**src/inc/pwgdl_defines.vh**
```
// Constants for the parameter write guard and direction lock block.
// Included by the design file; holds definitions only.
`ifndef PWGDL_DEFINES_VH
`define PWGDL_DEFINES_VH

// ---------------------------------------------------------------
// Widths
// ---------------------------------------------------------------
`define PWGDL_PNUM_W 10
`define PWGDL_VAL_W 16
`define PWGDL_ADDR_W 8
`define PWGDL_CNT_W 16

// ---------------------------------------------------------------
// Register byte offsets
// ---------------------------------------------------------------
`define PWGDL_OFF_WPS 8'h00
`define PWGDL_OFF_DLS 8'h04
`define PWGDL_OFF_UGRS 8'h08
`define PWGDL_OFF_DIRCMD 8'h0c
`define PWGDL_OFF_STATUS 8'h10
`define PWGDL_OFF_REJCNT 8'h14
`define PWGDL_OFF_LASTREJ 8'h18

// ---------------------------------------------------------------
// Field positions
// ---------------------------------------------------------------
`define PWGDL_DIR_FWD 0
`define PWGDL_DIR_REV 1
`define PWGDL_ST_RUN 0
`define PWGDL_ST_PU 1
`define PWGDL_ST_FWD 2
`define PWGDL_ST_REV 3

// ---------------------------------------------------------------
// Selector parameter numbers and values
// ---------------------------------------------------------------
`define PWGDL_PN_WPS 10'h04d
`define PWGDL_PN_DLS 10'h04e
`define PWGDL_PN_UGRS 10'h0a0
`define PWGDL_WP_STOP 16'h0000
`define PWGDL_WP_LOCK 16'h0001
`define PWGDL_WP_ANY 16'h0002
`define PWGDL_DL_BOTH 16'h0000
`define PWGDL_DL_NOREV 16'h0001
`define PWGDL_DL_NOFWD 16'h0002
`define PWGDL_UG_OPEN 16'h0000
`define PWGDL_RST_SEL 16'h0000

// ---------------------------------------------------------------
// Request kinds and AXI responses
// ---------------------------------------------------------------
`define PWGDL_K_WRITE 2'h0
`define PWGDL_K_PCLR 2'h1
`define PWGDL_K_ACLR 2'h2
`define PWGDL_RESP_OK 2'h0
`define PWGDL_RESP_ERR 2'h2

`endif

```
**src/verilog/pwgdl_top.v**
```verilog
// Parameter write guard and run-direction lock, with an AXI4-Lite register slave.
// Assumes one 20 MHz clock, a synchronous active-low reset, a parameter store
// outside that takes commit pulses, and start terminals arriving asynchronously.
//
// Summary of operation
// - Selector 0 (reset value): writes accepted only when stopped in keypad unit mode; 75, 77, 160, 296, 297 always.
// - Selector 0: parameters 72, 240, 275 writable running in keypad mode, not External.
// - Selector 1: parameter writes refused, reads still served normally.
// - Selector 1: partial clear and all-parameter clear commands refused.
// - Selector 1: parameters 22, 75, 77, 79, 160, 296, 297 still writable.
// - Selector 2: writes accepted in any mode, running or stopped, except listed ones.
// - Selector 2: listed motor and terminal parameters refused while running.
// - Write-protect selector itself writable in every mode and run state.
// - Both selectors settable only while user-group read selector equals 0.
// - Direction lock 0 allows both, 1 blocks reverse, 2 blocks forward.
// - Direction lock applies to keys, start terminals and communication commands.
`timescale 1ns/100ps
`include "pwgdl_defines.vh"

module pwgdl_top (
	// Clock and reset
	input wire aclk,
	input wire aresetn,
	// AXI4-Lite write address
	input wire awvalid,
	output wire awready,
	input wire [`PWGDL_ADDR_W-1:0] awaddr,
	input wire [2:0] awprot,
	// AXI4-Lite write data
	input wire wvalid,
	output wire wready,
	input wire [31:0] wdata,
	input wire [3:0] wstrb,
	// AXI4-Lite write response
	output reg bvalid,
	input wire bready,
	output reg [1:0] bresp,
	// AXI4-Lite read address
	input wire arvalid,
	output wire arready,
	input wire [`PWGDL_ADDR_W-1:0] araddr,
	input wire [2:0] arprot,
	// AXI4-Lite read data
	output reg rvalid,
	input wire rready,
	output reg [31:0] rdata,
	output reg [1:0] rresp,
	// Drive state
	input wire drive_running,
	input wire keypad_unit_mode,
	// Parameter requests from keypad, parameter unit or link
	input wire req_valid,
	input wire [1:0] req_kind,
	input wire [`PWGDL_PNUM_W-1:0] req_param,
	input wire [`PWGDL_VAL_W-1:0] req_value,
	output reg resp_valid,
	output reg resp_error,
	// Commit towards the parameter store
	output reg commit_valid,
	output reg [1:0] commit_kind,
	output reg [`PWGDL_PNUM_W-1:0] commit_param,
	output reg [`PWGDL_VAL_W-1:0] commit_value,
	// Direction commands
	input wire key_forward,
	input wire key_reverse,
	input wire forward_start_input,
	input wire reverse_start_input,
	output reg run_forward,
	output reg run_reverse,
	// Selector values
	output reg [`PWGDL_VAL_W-1:0] write_protect_select,
	output reg [`PWGDL_VAL_W-1:0] direction_lock_select,
	output reg [`PWGDL_VAL_W-1:0] user_group_read_select
);

	// ---------------------------------------------------------------
	// Parameter lists
	// ---------------------------------------------------------------
	function in_sel1_list;
		input [`PWGDL_PNUM_W-1:0] p;
		begin
			case (p)
				10'h016, 10'h04b, 10'h04d, 10'h04f, 10'h0a0, 10'h128, 10'h129: in_sel1_list = 1'b1;
				default: in_sel1_list = 1'b0;
			endcase
		end
	endfunction

	// Always writable under selector 0, whatever the mode and run state.
	function in_sel0_free;
		input [`PWGDL_PNUM_W-1:0] p;
		begin
			case (p)
				10'h04b, 10'h04d, 10'h0a0, 10'h128, 10'h129: in_sel0_free = 1'b1;
				default: in_sel0_free = 1'b0;
			endcase
		end
	endfunction

	function in_sel0_pu_run;
		input [`PWGDL_PNUM_W-1:0] p;
		begin
			case (p)
				10'h048, 10'h0f0, 10'h113: in_sel0_pu_run = 1'b1;
				default: in_sel0_pu_run = 1'b0;
			endcase
		end
	endfunction

	function in_run_block;
		input [`PWGDL_PNUM_W-1:0] p;
		begin
			case (p)
				10'h017, 10'h028, 10'h030, 10'h03c, 10'h03d, 10'h042, 10'h047, 10'h04f,
				10'h060, 10'h115, 10'h124, 10'h125, 10'h12a, 10'h149, 10'h1c2, 10'h21d,
				10'h320, 10'h35b: in_run_block = 1'b1;
				default: in_run_block = ((p >= 10'h050) && (p <= 10'h054)) ||
					((p >= 10'h05a) && (p <= 10'h05e)) ||
					((p >= 10'h0b2) && (p <= 10'h0b8)) ||
					((p >= 10'h0be) && (p <= 10'h0c0));
			endcase
		end
	endfunction

	// ---------------------------------------------------------------
	// Write policy
	// ---------------------------------------------------------------
	// Returns 1 when a write of value v to parameter p may be stored now.
	function write_ok;
		input [`PWGDL_PNUM_W-1:0] p;
		input [`PWGDL_VAL_W-1:0] v;
		input [`PWGDL_VAL_W-1:0] wps;
		input [`PWGDL_VAL_W-1:0] ugrs;
		input run;
		input pu;
		reg pol;
		begin
			pol = 1'b0;
			case (wps)
				`PWGDL_WP_STOP: pol = in_sel0_free(p) ||
					(in_sel0_pu_run(p) && pu) || (!run && pu);
				`PWGDL_WP_LOCK: pol = in_sel1_list(p);
				`PWGDL_WP_ANY: pol = !(run && in_run_block(p));
				default: pol = 1'b0;
			endcase
			if (p == `PWGDL_PN_WPS) begin
				write_ok = (ugrs == `PWGDL_UG_OPEN) && (v <= `PWGDL_WP_ANY);
			end else if (p == `PWGDL_PN_DLS) begin
				write_ok = pol && (ugrs == `PWGDL_UG_OPEN) && (v <= `PWGDL_DL_NOFWD);
			end else begin
				write_ok = pol;
			end
		end
	endfunction

	// ---------------------------------------------------------------
	// Request port
	// ---------------------------------------------------------------
	wire req_write;
	wire req_clear;
	wire req_ok;

	assign req_write = req_kind == `PWGDL_K_WRITE;
	assign req_clear = (req_kind == `PWGDL_K_PCLR) || (req_kind == `PWGDL_K_ACLR);
	assign req_ok = req_write ? write_ok(req_param, req_value, write_protect_select,
		user_group_read_select, drive_running, keypad_unit_mode) :
		(req_clear && (write_protect_select != `PWGDL_WP_LOCK));

	// ---------------------------------------------------------------
	// AXI4-Lite write side
	// ---------------------------------------------------------------
	reg aw_q;
	reg w_q;
	reg [`PWGDL_ADDR_W-1:0] awaddr_q;
	reg [31:0] wdata_q;
	reg [3:0] wstrb_q;
	reg [1:0] dir_cmd_q;
	reg [`PWGDL_CNT_W-1:0] rej_cnt_q;
	reg [`PWGDL_PNUM_W-1:0] last_rej_q;
	wire axi_do;
	reg axi_hit;
	reg axi_sel;
	reg [`PWGDL_PNUM_W-1:0] axi_pnum;
	wire [`PWGDL_VAL_W-1:0] axi_val;
	wire axi_ok;

	assign awready = !aw_q && !bvalid;
	assign wready = !w_q && !bvalid;
	// A pending request from the port goes first so both paths never commit together.
	assign axi_do = aw_q && w_q && !bvalid && !req_valid;
	assign axi_val = wdata_q[`PWGDL_VAL_W-1:0];
	assign axi_ok = axi_sel ? write_ok(axi_pnum, axi_val, write_protect_select,
		user_group_read_select, drive_running, keypad_unit_mode) : axi_hit;

	always @* begin
		axi_hit = 1'b1;
		axi_sel = 1'b1;
		axi_pnum = `PWGDL_PN_WPS;
		case (awaddr_q)
			`PWGDL_OFF_WPS: axi_pnum = `PWGDL_PN_WPS;
			`PWGDL_OFF_DLS: axi_pnum = `PWGDL_PN_DLS;
			`PWGDL_OFF_UGRS: axi_pnum = `PWGDL_PN_UGRS;
			`PWGDL_OFF_DIRCMD: axi_sel = 1'b0;
			default: begin
				axi_sel = 1'b0;
				axi_hit = 1'b0;
			end
		endcase
	end

	always @(posedge aclk) begin
		if (!aresetn) begin
			aw_q <= 1'b0;
			w_q <= 1'b0;
			awaddr_q <= {`PWGDL_ADDR_W{1'b0}};
			wdata_q <= 32'h0000_0000;
			wstrb_q <= 4'h0;
			bvalid <= 1'b0;
			bresp <= `PWGDL_RESP_OK;
		end else begin
			if (awvalid && awready) begin
				aw_q <= 1'b1;
				awaddr_q <= awaddr;
			end
			if (wvalid && wready) begin
				w_q <= 1'b1;
				wdata_q <= wdata;
				wstrb_q <= wstrb;
			end
			if (axi_do) begin
				aw_q <= 1'b0;
				w_q <= 1'b0;
				bvalid <= 1'b1;
				bresp <= axi_ok ? `PWGDL_RESP_OK : `PWGDL_RESP_ERR;
			end else if (bvalid && bready) begin
				bvalid <= 1'b0;
			end
		end
	end

	// ---------------------------------------------------------------
	// Selectors and parameter store commits
	// ---------------------------------------------------------------
	// The bus writes only the low half-word; a selector write needs both low lanes.
	wire axi_lanes;
	wire axi_store;
	wire port_store;
	wire [`PWGDL_PNUM_W-1:0] st_param;
	wire [`PWGDL_VAL_W-1:0] st_value;

	assign axi_lanes = wstrb_q[0] && wstrb_q[1];
	assign axi_store = axi_do && axi_sel && axi_ok && axi_lanes;
	assign port_store = req_valid && req_write && req_ok;
	assign st_param = port_store ? req_param : axi_pnum;
	assign st_value = port_store ? req_value : axi_val;

	always @(posedge aclk) begin
		if (!aresetn) begin
			write_protect_select <= `PWGDL_RST_SEL;
			direction_lock_select <= `PWGDL_RST_SEL;
			user_group_read_select <= `PWGDL_RST_SEL;
			dir_cmd_q <= 2'h0;
			resp_valid <= 1'b0;
			resp_error <= 1'b0;
			commit_valid <= 1'b0;
			commit_kind <= `PWGDL_K_WRITE;
			commit_param <= {`PWGDL_PNUM_W{1'b0}};
			commit_value <= {`PWGDL_VAL_W{1'b0}};
		end else begin
			resp_valid <= req_valid;
			resp_error <= req_valid && !req_ok;
			commit_valid <= port_store || axi_store || (req_valid && req_clear && req_ok);
			commit_kind <= req_valid ? req_kind : `PWGDL_K_WRITE;
			commit_param <= st_param;
			commit_value <= st_value;
			// Only accepted writes reach the selectors; a refusal keeps the old value.
			if (port_store || axi_store) begin
				if (st_param == `PWGDL_PN_WPS) begin
					write_protect_select <= st_value;
				end
				if (st_param == `PWGDL_PN_DLS) begin
					direction_lock_select <= st_value;
				end
				if (st_param == `PWGDL_PN_UGRS) begin
					user_group_read_select <= st_value;
				end
			end
			if (axi_do && (awaddr_q == `PWGDL_OFF_DIRCMD) && wstrb_q[0]) begin
				dir_cmd_q <= wdata_q[`PWGDL_DIR_REV:`PWGDL_DIR_FWD];
			end
		end
	end

	// ---------------------------------------------------------------
	// Refusal bookkeeping
	// ---------------------------------------------------------------
	wire port_rej;
	wire axi_rej;

	assign port_rej = req_valid && !req_ok;
	assign axi_rej = axi_do && axi_sel && !axi_ok;

	always @(posedge aclk) begin
		if (!aresetn) begin
			rej_cnt_q <= {`PWGDL_CNT_W{1'b0}};
			last_rej_q <= {`PWGDL_PNUM_W{1'b0}};
		end else if (port_rej || axi_rej) begin
			// Saturates so a flood of refusals never wraps to a small count.
			if (rej_cnt_q != {`PWGDL_CNT_W{1'b1}}) begin
				rej_cnt_q <= rej_cnt_q + 1'b1;
			end
			last_rej_q <= port_rej ? req_param : axi_pnum;
		end
	end

	// ---------------------------------------------------------------
	// AXI4-Lite read side
	// ---------------------------------------------------------------
	reg [31:0] rd_d;
	reg rd_hit;

	assign arready = !rvalid;

	always @* begin
		rd_d = 32'h0000_0000;
		rd_hit = 1'b1;
		case (araddr)
			`PWGDL_OFF_WPS: rd_d[`PWGDL_VAL_W-1:0] = write_protect_select;
			`PWGDL_OFF_DLS: rd_d[`PWGDL_VAL_W-1:0] = direction_lock_select;
			`PWGDL_OFF_UGRS: rd_d[`PWGDL_VAL_W-1:0] = user_group_read_select;
			`PWGDL_OFF_DIRCMD: rd_d[`PWGDL_DIR_REV:`PWGDL_DIR_FWD] = dir_cmd_q;
			`PWGDL_OFF_STATUS: begin
				rd_d[`PWGDL_ST_RUN] = drive_running;
				rd_d[`PWGDL_ST_PU] = keypad_unit_mode;
				rd_d[`PWGDL_ST_FWD] = run_forward;
				rd_d[`PWGDL_ST_REV] = run_reverse;
			end
			`PWGDL_OFF_REJCNT: rd_d[`PWGDL_CNT_W-1:0] = rej_cnt_q;
			`PWGDL_OFF_LASTREJ: rd_d[`PWGDL_PNUM_W-1:0] = last_rej_q;
			default: rd_hit = 1'b0;
		endcase
	end

	always @(posedge aclk) begin
		if (!aresetn) begin
			rvalid <= 1'b0;
			rdata <= 32'h0000_0000;
			rresp <= `PWGDL_RESP_OK;
		end else if (arvalid && arready) begin
			rvalid <= 1'b1;
			rdata <= rd_d;
			rresp <= rd_hit ? `PWGDL_RESP_OK : `PWGDL_RESP_ERR;
		end else if (rvalid && rready) begin
			rvalid <= 1'b0;
		end
	end

	// ---------------------------------------------------------------
	// Start terminal synchronisers
	// ---------------------------------------------------------------
	// A change is taken only once the second and third stages agree, which
	// also rejects a single-cycle glitch on the terminal.
	wire [1:0] term_raw;
	wire [1:0] term_sync;

	assign term_raw = {reverse_start_input, forward_start_input};

	genvar gi;
	generate
		for (gi = 0; gi < 2; gi = gi + 1) begin : g_sync
			reg s1_q;
			reg s2_q;
			reg s3_q;
			reg t_q;
			assign term_sync[gi] = t_q;
			always @(posedge aclk) begin
				if (!aresetn) begin
					s1_q <= 1'b0;
					s2_q <= 1'b0;
					s3_q <= 1'b0;
					t_q <= 1'b0;
				end else begin
					s1_q <= term_raw[gi];
					s2_q <= s1_q;
					s3_q <= s2_q;
					if (s2_q == s3_q) begin
						t_q <= s3_q;
					end
				end
			end
		end
	endgenerate

	// ---------------------------------------------------------------
	// Direction lock
	// ---------------------------------------------------------------
	wire fwd_req;
	wire rev_req;

	assign fwd_req = key_forward || term_sync[0] || dir_cmd_q[`PWGDL_DIR_FWD];
	assign rev_req = key_reverse || term_sync[1] || dir_cmd_q[`PWGDL_DIR_REV];

	always @(posedge aclk) begin
		if (!aresetn) begin
			run_forward <= 1'b0;
			run_reverse <= 1'b0;
		end else begin
			run_forward <= fwd_req && (direction_lock_select != `PWGDL_DL_NOFWD);
			run_reverse <= rev_req && (direction_lock_select != `PWGDL_DL_NOREV);
		end
	end

endmodule

```
**config.mk**
```make
export PLATFORM = sky130hd
export DESIGN_NAME = pwgdl_top
export DESIGN_NICKNAME = d
export VERILOG_FILES = /design/src/verilog/pwgdl_top.v
export VERILOG_INCLUDE_DIRS = /design/src /design/src/inc
export SDC_FILE = /design/constraint.sdc
export NUM_CORES = 1
export LEC_CHECK = 0
export BUFFER_PORTS_ARGS = -buffer_cell sky130_fd_sc_hd__buf_2
export CORE_MARGIN = 2
export CORE_UTILIZATION = 55
export DETAILED_ROUTE_END_ITERATION = 6
export PLACE_DENSITY = 0.87
export SYNTH_ARGS = -nofsm -noshare
export SYNTH_HDL_FRONTEND = slang
export SYNTH_SLANG_ARGS = --single-unit
```
**constraint.sdc**
```tcl
create_clock -name aclk -period 6.4 [get_ports aclk]
set_input_delay 0.64 -clock aclk [delete_from_list [all_inputs] [get_ports aclk]]
set_output_delay 0.64 -clock aclk [all_outputs]
set_load 0.1 [all_outputs]
```
==> metrics.cfg <==
[logic_synthesis]
synth-async-reset-ratio_pct = 0
synth_top_area_share_pct = 44.1
syn-cell-area_um2 = 7490
dominant_synthesized_flop_cell = sky130_fd_sc_hd__dfxtp_1
ys_ff_latch = 165
syn-mean-instance-area_um2 = 8.63
synthesis.instances = 868
synth-edff-count = 0
yosysSeqAreaShare_pct = 44.1
synth.top_cells.by_area = sky130_fd_sc_hd__dfxtp_1 44%, sky130_fd_sc_hd__nand2_1 5.3%, sky130_fd_sc_hd__a21oi_1 3.9%, sky130_fd_sc_hd__mux2i_1 3.6%, sky130_fd_sc_hd__nor2_1 2.9%
netlist.top_cell.by_area = sky130_fd_sc_hd__dfxtp_1
netlist-cell-type-count = 74
synth-warning-count = 0

[clock_tree]
clock_sinks = 165
htree_levels = 4
clkTransAtPathRegs_ns = 0.06
hold_buffers = 0
clk-insertion-delay-late_ns = 0.43
clockBufferDepth = 2
cts_tree = yes
post_cts.repair.setup_buffers = 0
cts_buffers = 17
postCtsResizedCells = 0
cts_root_buffer = sky130_fd_sc_hd__clkbuf_16

[sta]
layout_worst_path_cycle_share_pct = 57.6
total_negative_slack_ns = 0
slew-limit-headroom_pct = 28.3
drv_slew = 0
hold_viol_final = 0
fmaxAchievable_mhz = 271
worst_hold_slack_ns = 0.399
grt_setup_unrepaired = false
clock_skew_ns = 0.00802
finalWorstPathRequiredPeriod_ns = 3.69
number_of_setup_violations_in_the_final_report = 0
timing_worst_slew_pin_value_ns = 1.07

[min_path]
min-delay-path-class = in2reg

[global_route]
globalRouteOverflowTotal = 0
grt_first_pass_wirelength_um = 34400
number_of_global_route_vias_before_repair = 6603
gr-usage-all-layers_pct = 30.1
antenna_found_initial = 0
pin_count_of_the_biggest_net_entering_global_routing = 91

[finish]
num_antenna_cells = 0
fin_nets = 1120
final_standard_cell_area_without_fillers_um2 = 9020
number_of_standard_cells_in_the_final_layout_excluding_fillers = 1207
areaGrowthSynthToFinish_pct = 20.4
post_route_cells_drive_above_1_share_pct = 24.1

[route]
drtIter0Drc = 794
route.vias.total = 7236
routed_wl_um = 21900
wire_per_inst_um = 18.1
postRouteAntennaNets = 0
remaining_drc_errors = 0
detail_route.first_pass.iterations = 7
detail_route.vias_per_cell = 6.00

[die]
io_pins = 222
dieArea_um2 = 14600
die_w_um = 121
die-height_um = 121
effective_utilization_at_floorplan_pct = 56.3
placementRows = 42
coreArea_um2 = 13300

[power_and_ir_drop]
p_seq_share_pct = 42.2
netSwitchingPower_w = 0.000725
power.share.combinational_pct = 14.5
p_sw_share_pct = 28.2
power_per_cell_area_nw_per_um2 = 285
power_frac_clock_pct = 43.3
power.static_leakage_nw = 3.88
internal_power_w = 0.00184
max-vdd-ir-drop_mv = 0.200

[worst_setup_path]
crit_path_start_kind = register
timing.critical_path.fanout_max = 14
timing.critical_path.arrival_ns = 4.01
setup.worst_path.end_class = register
timing_worst_setup_path_type = reg2reg
crit_required_ns = 6.72

[placement]
finalWeightedCongestion = 0.957
dp_hpwl_um = 15200
io_buffer_count = 179
post-place-cells = 1175
post_dp_cell_area_um2 = 8370

[job]
drv.max_cap_violation_count = 0

[status]
run_status = finished clean

[synthesized netlist by cell type, drive strengths merged, types with 3 or more instances]
library cell / number
nor4b: 7
a221o: 7
inv: 26
a22oi: 9
or3: 3
a22o: 9
nand3b: 7
o211ai: 3
o31ai: 4
and3: 20
a221oi: 15
dfxtp: 165
buf: 37
nor2: 57
or4b: 3
nor4bb: 3
nand2b: 24
and2: 26
clkbuf: 37
or4: 4
a222oi: 3
nor3b: 8
o31a: 3
a32oi: 3
mux2: 8
nor3: 16
nand4b: 3
nand2: 107
a21oi: 60
a21o: 4
nand3: 38
o21a: 8
mux2i: 27
o21ai: 39
nor2b: 5
a211oi: 7
o2111ai: 3
nand4: 11
nor4: 25
[worst paths after layout]
check,cells past startpoint,end,from,slack [ns]
max,9,write_protect_select[12]$_SDFFE_PN0P_,write_protect_select[11]$_SDFFE_PN0P_,2.71
min,2,rvalid$_SDFFE_PN0P_,rready,0.40
max reg2reg,9,write_protect_select[12]$_SDFFE_PN0P_,write_protect_select[11]$_SDFFE_PN0P_,2.71
min reg2reg,1,g_sync[0].s2_q$_SDFF_PN0_,g_sync[0].s1_q$_SDFF_PN0_,0.44
[worst max-delay path: stages, from the launching register on]
cell	delay, ns
sky130_fd_sc_hd__dfxtp_1	0.34
sky130_fd_sc_hd__nor4_1	0.57
sky130_fd_sc_hd__nand4_1	0.27
sky130_fd_sc_hd__nor3b_1	0.54
sky130_fd_sc_hd__inv_1	0.09
sky130_fd_sc_hd__a21oi_1	0.26
sky130_fd_sc_hd__nor4bb_1	0.80
sky130_fd_sc_hd__nand2_1	0.12
sky130_fd_sc_hd__o211a_1	0.33
sky130_fd_sc_hd__and2_1	0.25
[power groups by stage]
| stage | Combinational (W) | Clock [W] | Sequential (W) |
|---|---|---|---|
| final | 0.000372 | 0.00111 | 0.00108 |
| after global routing | 0.000393 | 0.00116 | 0.00109 |
| after floorplan | 0.000199 | 0 | 0.00120 |
| after detailed placement | 0.000367 | 0 | 0.00110 |
| after global placement | 0.000363 | 0 | 0.00110 |
| after CTS | 0.000370 | 0.00112 | 0.00108 |
[kinds of logic (layout without fill, tap and decap cells)]
| logic type | Yosys count | after routing | synth area share [%] |
|---|---|---|---|
| simple gates | 370 | 370 | 26.4 |
| compound gates | 193 | 193 | 17.6 |
| flops | 165 | 165 | 44.1 |
| buf+inv | 101 | 247 | 6.60 |
| mux | 35 | 35 | 4.81 |
| fa+ha+maj | 2 | 2 | 0.334 |
| other cells | 1 | 18 | 0.0501 |
| xor+xnor | 1 | 1 | 0.117 |
[metrics by stage]
stage          utilization (%)  worst slack, ns  total power, W
2_1_floorplan                -             3.20         0.00140
3_3_place_gp              63.0             2.64         0.00147
3_5_place_dp              63.0             2.57         0.00147
4_1_cts                   67.9             2.87         0.00257
5_1_grt                   67.9             2.46         0.00264
6_report                  67.9             2.71         0.00257
[per-layer routing]
layer | GRT usage, % | share of wire, % | up-vias
li1 | - | - | 3390
met1 | 39.7 | 41 | 3356
met2 | 47.5 | 46 | 431
met3 | 6.93 | 10 | 59
met4 | 12.4 | 3.1 | 0
met5 | 0 | 0 | -
[final cells by class]
type / instances / area, um^2
sequential: 165 / 3300
clock buffer: 19 / 443
fill: 1101 / 4270
tap: 176 / 220
timing repair buffer: 188 / 963
inverter: 27 / 101
multi-input combinational: 619 / 3780
clock inverter: 13 / 205
[registers in the layout (all words and copies together) (netlist names), 2 cells and up]
| name | cells |
|---|---|
| g_sync.s1_q | 2 |
| commit_value | 16 |
| wstrb_q | 2 |
| commit_param | 10 |
| g_sync.s3_q | 2 |
| g_sync.s2_q | 2 |
| commit_kind | 2 |
| user_group_read_select | 16 |
| last_rej_q | 10 |
| direction_lock_select | 16 |
| write_protect_select | 16 |
| wdata_q | 16 |
| g_sync.t_q | 2 |
| dir_cmd_q | 2 |
| rdata | 16 |
| rej_cnt_q | 16 |
| awaddr_q | 8 |
[placed cells by master, fill, tap and decap left out, types with 7 or more instances in the layout]
cell type                   netlist  routed
sky130_fd_sc_hd__a22oi_1          9       9
sky130_fd_sc_hd__nor3b_1          8       8
sky130_fd_sc_hd__conb_1           1      18
sky130_fd_sc_hd__a21oi_1         59      58
sky130_fd_sc_hd__dfxtp_1        165     165
sky130_fd_sc_hd__buf_2           11     179
sky130_fd_sc_hd__and3_1          19      19
sky130_fd_sc_hd__nand2b_1        24      24
sky130_fd_sc_hd__and2_1          26      26
sky130_fd_sc_hd__buf_4           21       9
sky130_fd_sc_hd__nand3_1         37      37
sky130_fd_sc_hd__mux2i_1         27      27
sky130_fd_sc_hd__nor4_1          22      22
sky130_fd_sc_hd__nand2_1        105     105
sky130_fd_sc_hd__nand4_1         11      11
sky130_fd_sc_hd__inv_1           26      26
sky130_fd_sc_hd__o21ai_1         22      22
sky130_fd_sc_hd__nand3b_1         7       7
sky130_fd_sc_hd__clkbuf_16        0      17
sky130_fd_sc_hd__nor2_1          57      57
sky130_fd_sc_hd__a221o_1          7       7
sky130_fd_sc_hd__o21a_1           8       8
sky130_fd_sc_hd__a221oi_1        15      15
sky130_fd_sc_hd__o21ai_0         17      17
sky130_fd_sc_hd__nor3_1          16      14
sky130_fd_sc_hd__a22o_1           9       9
Power figures use the tool's default switching activity.
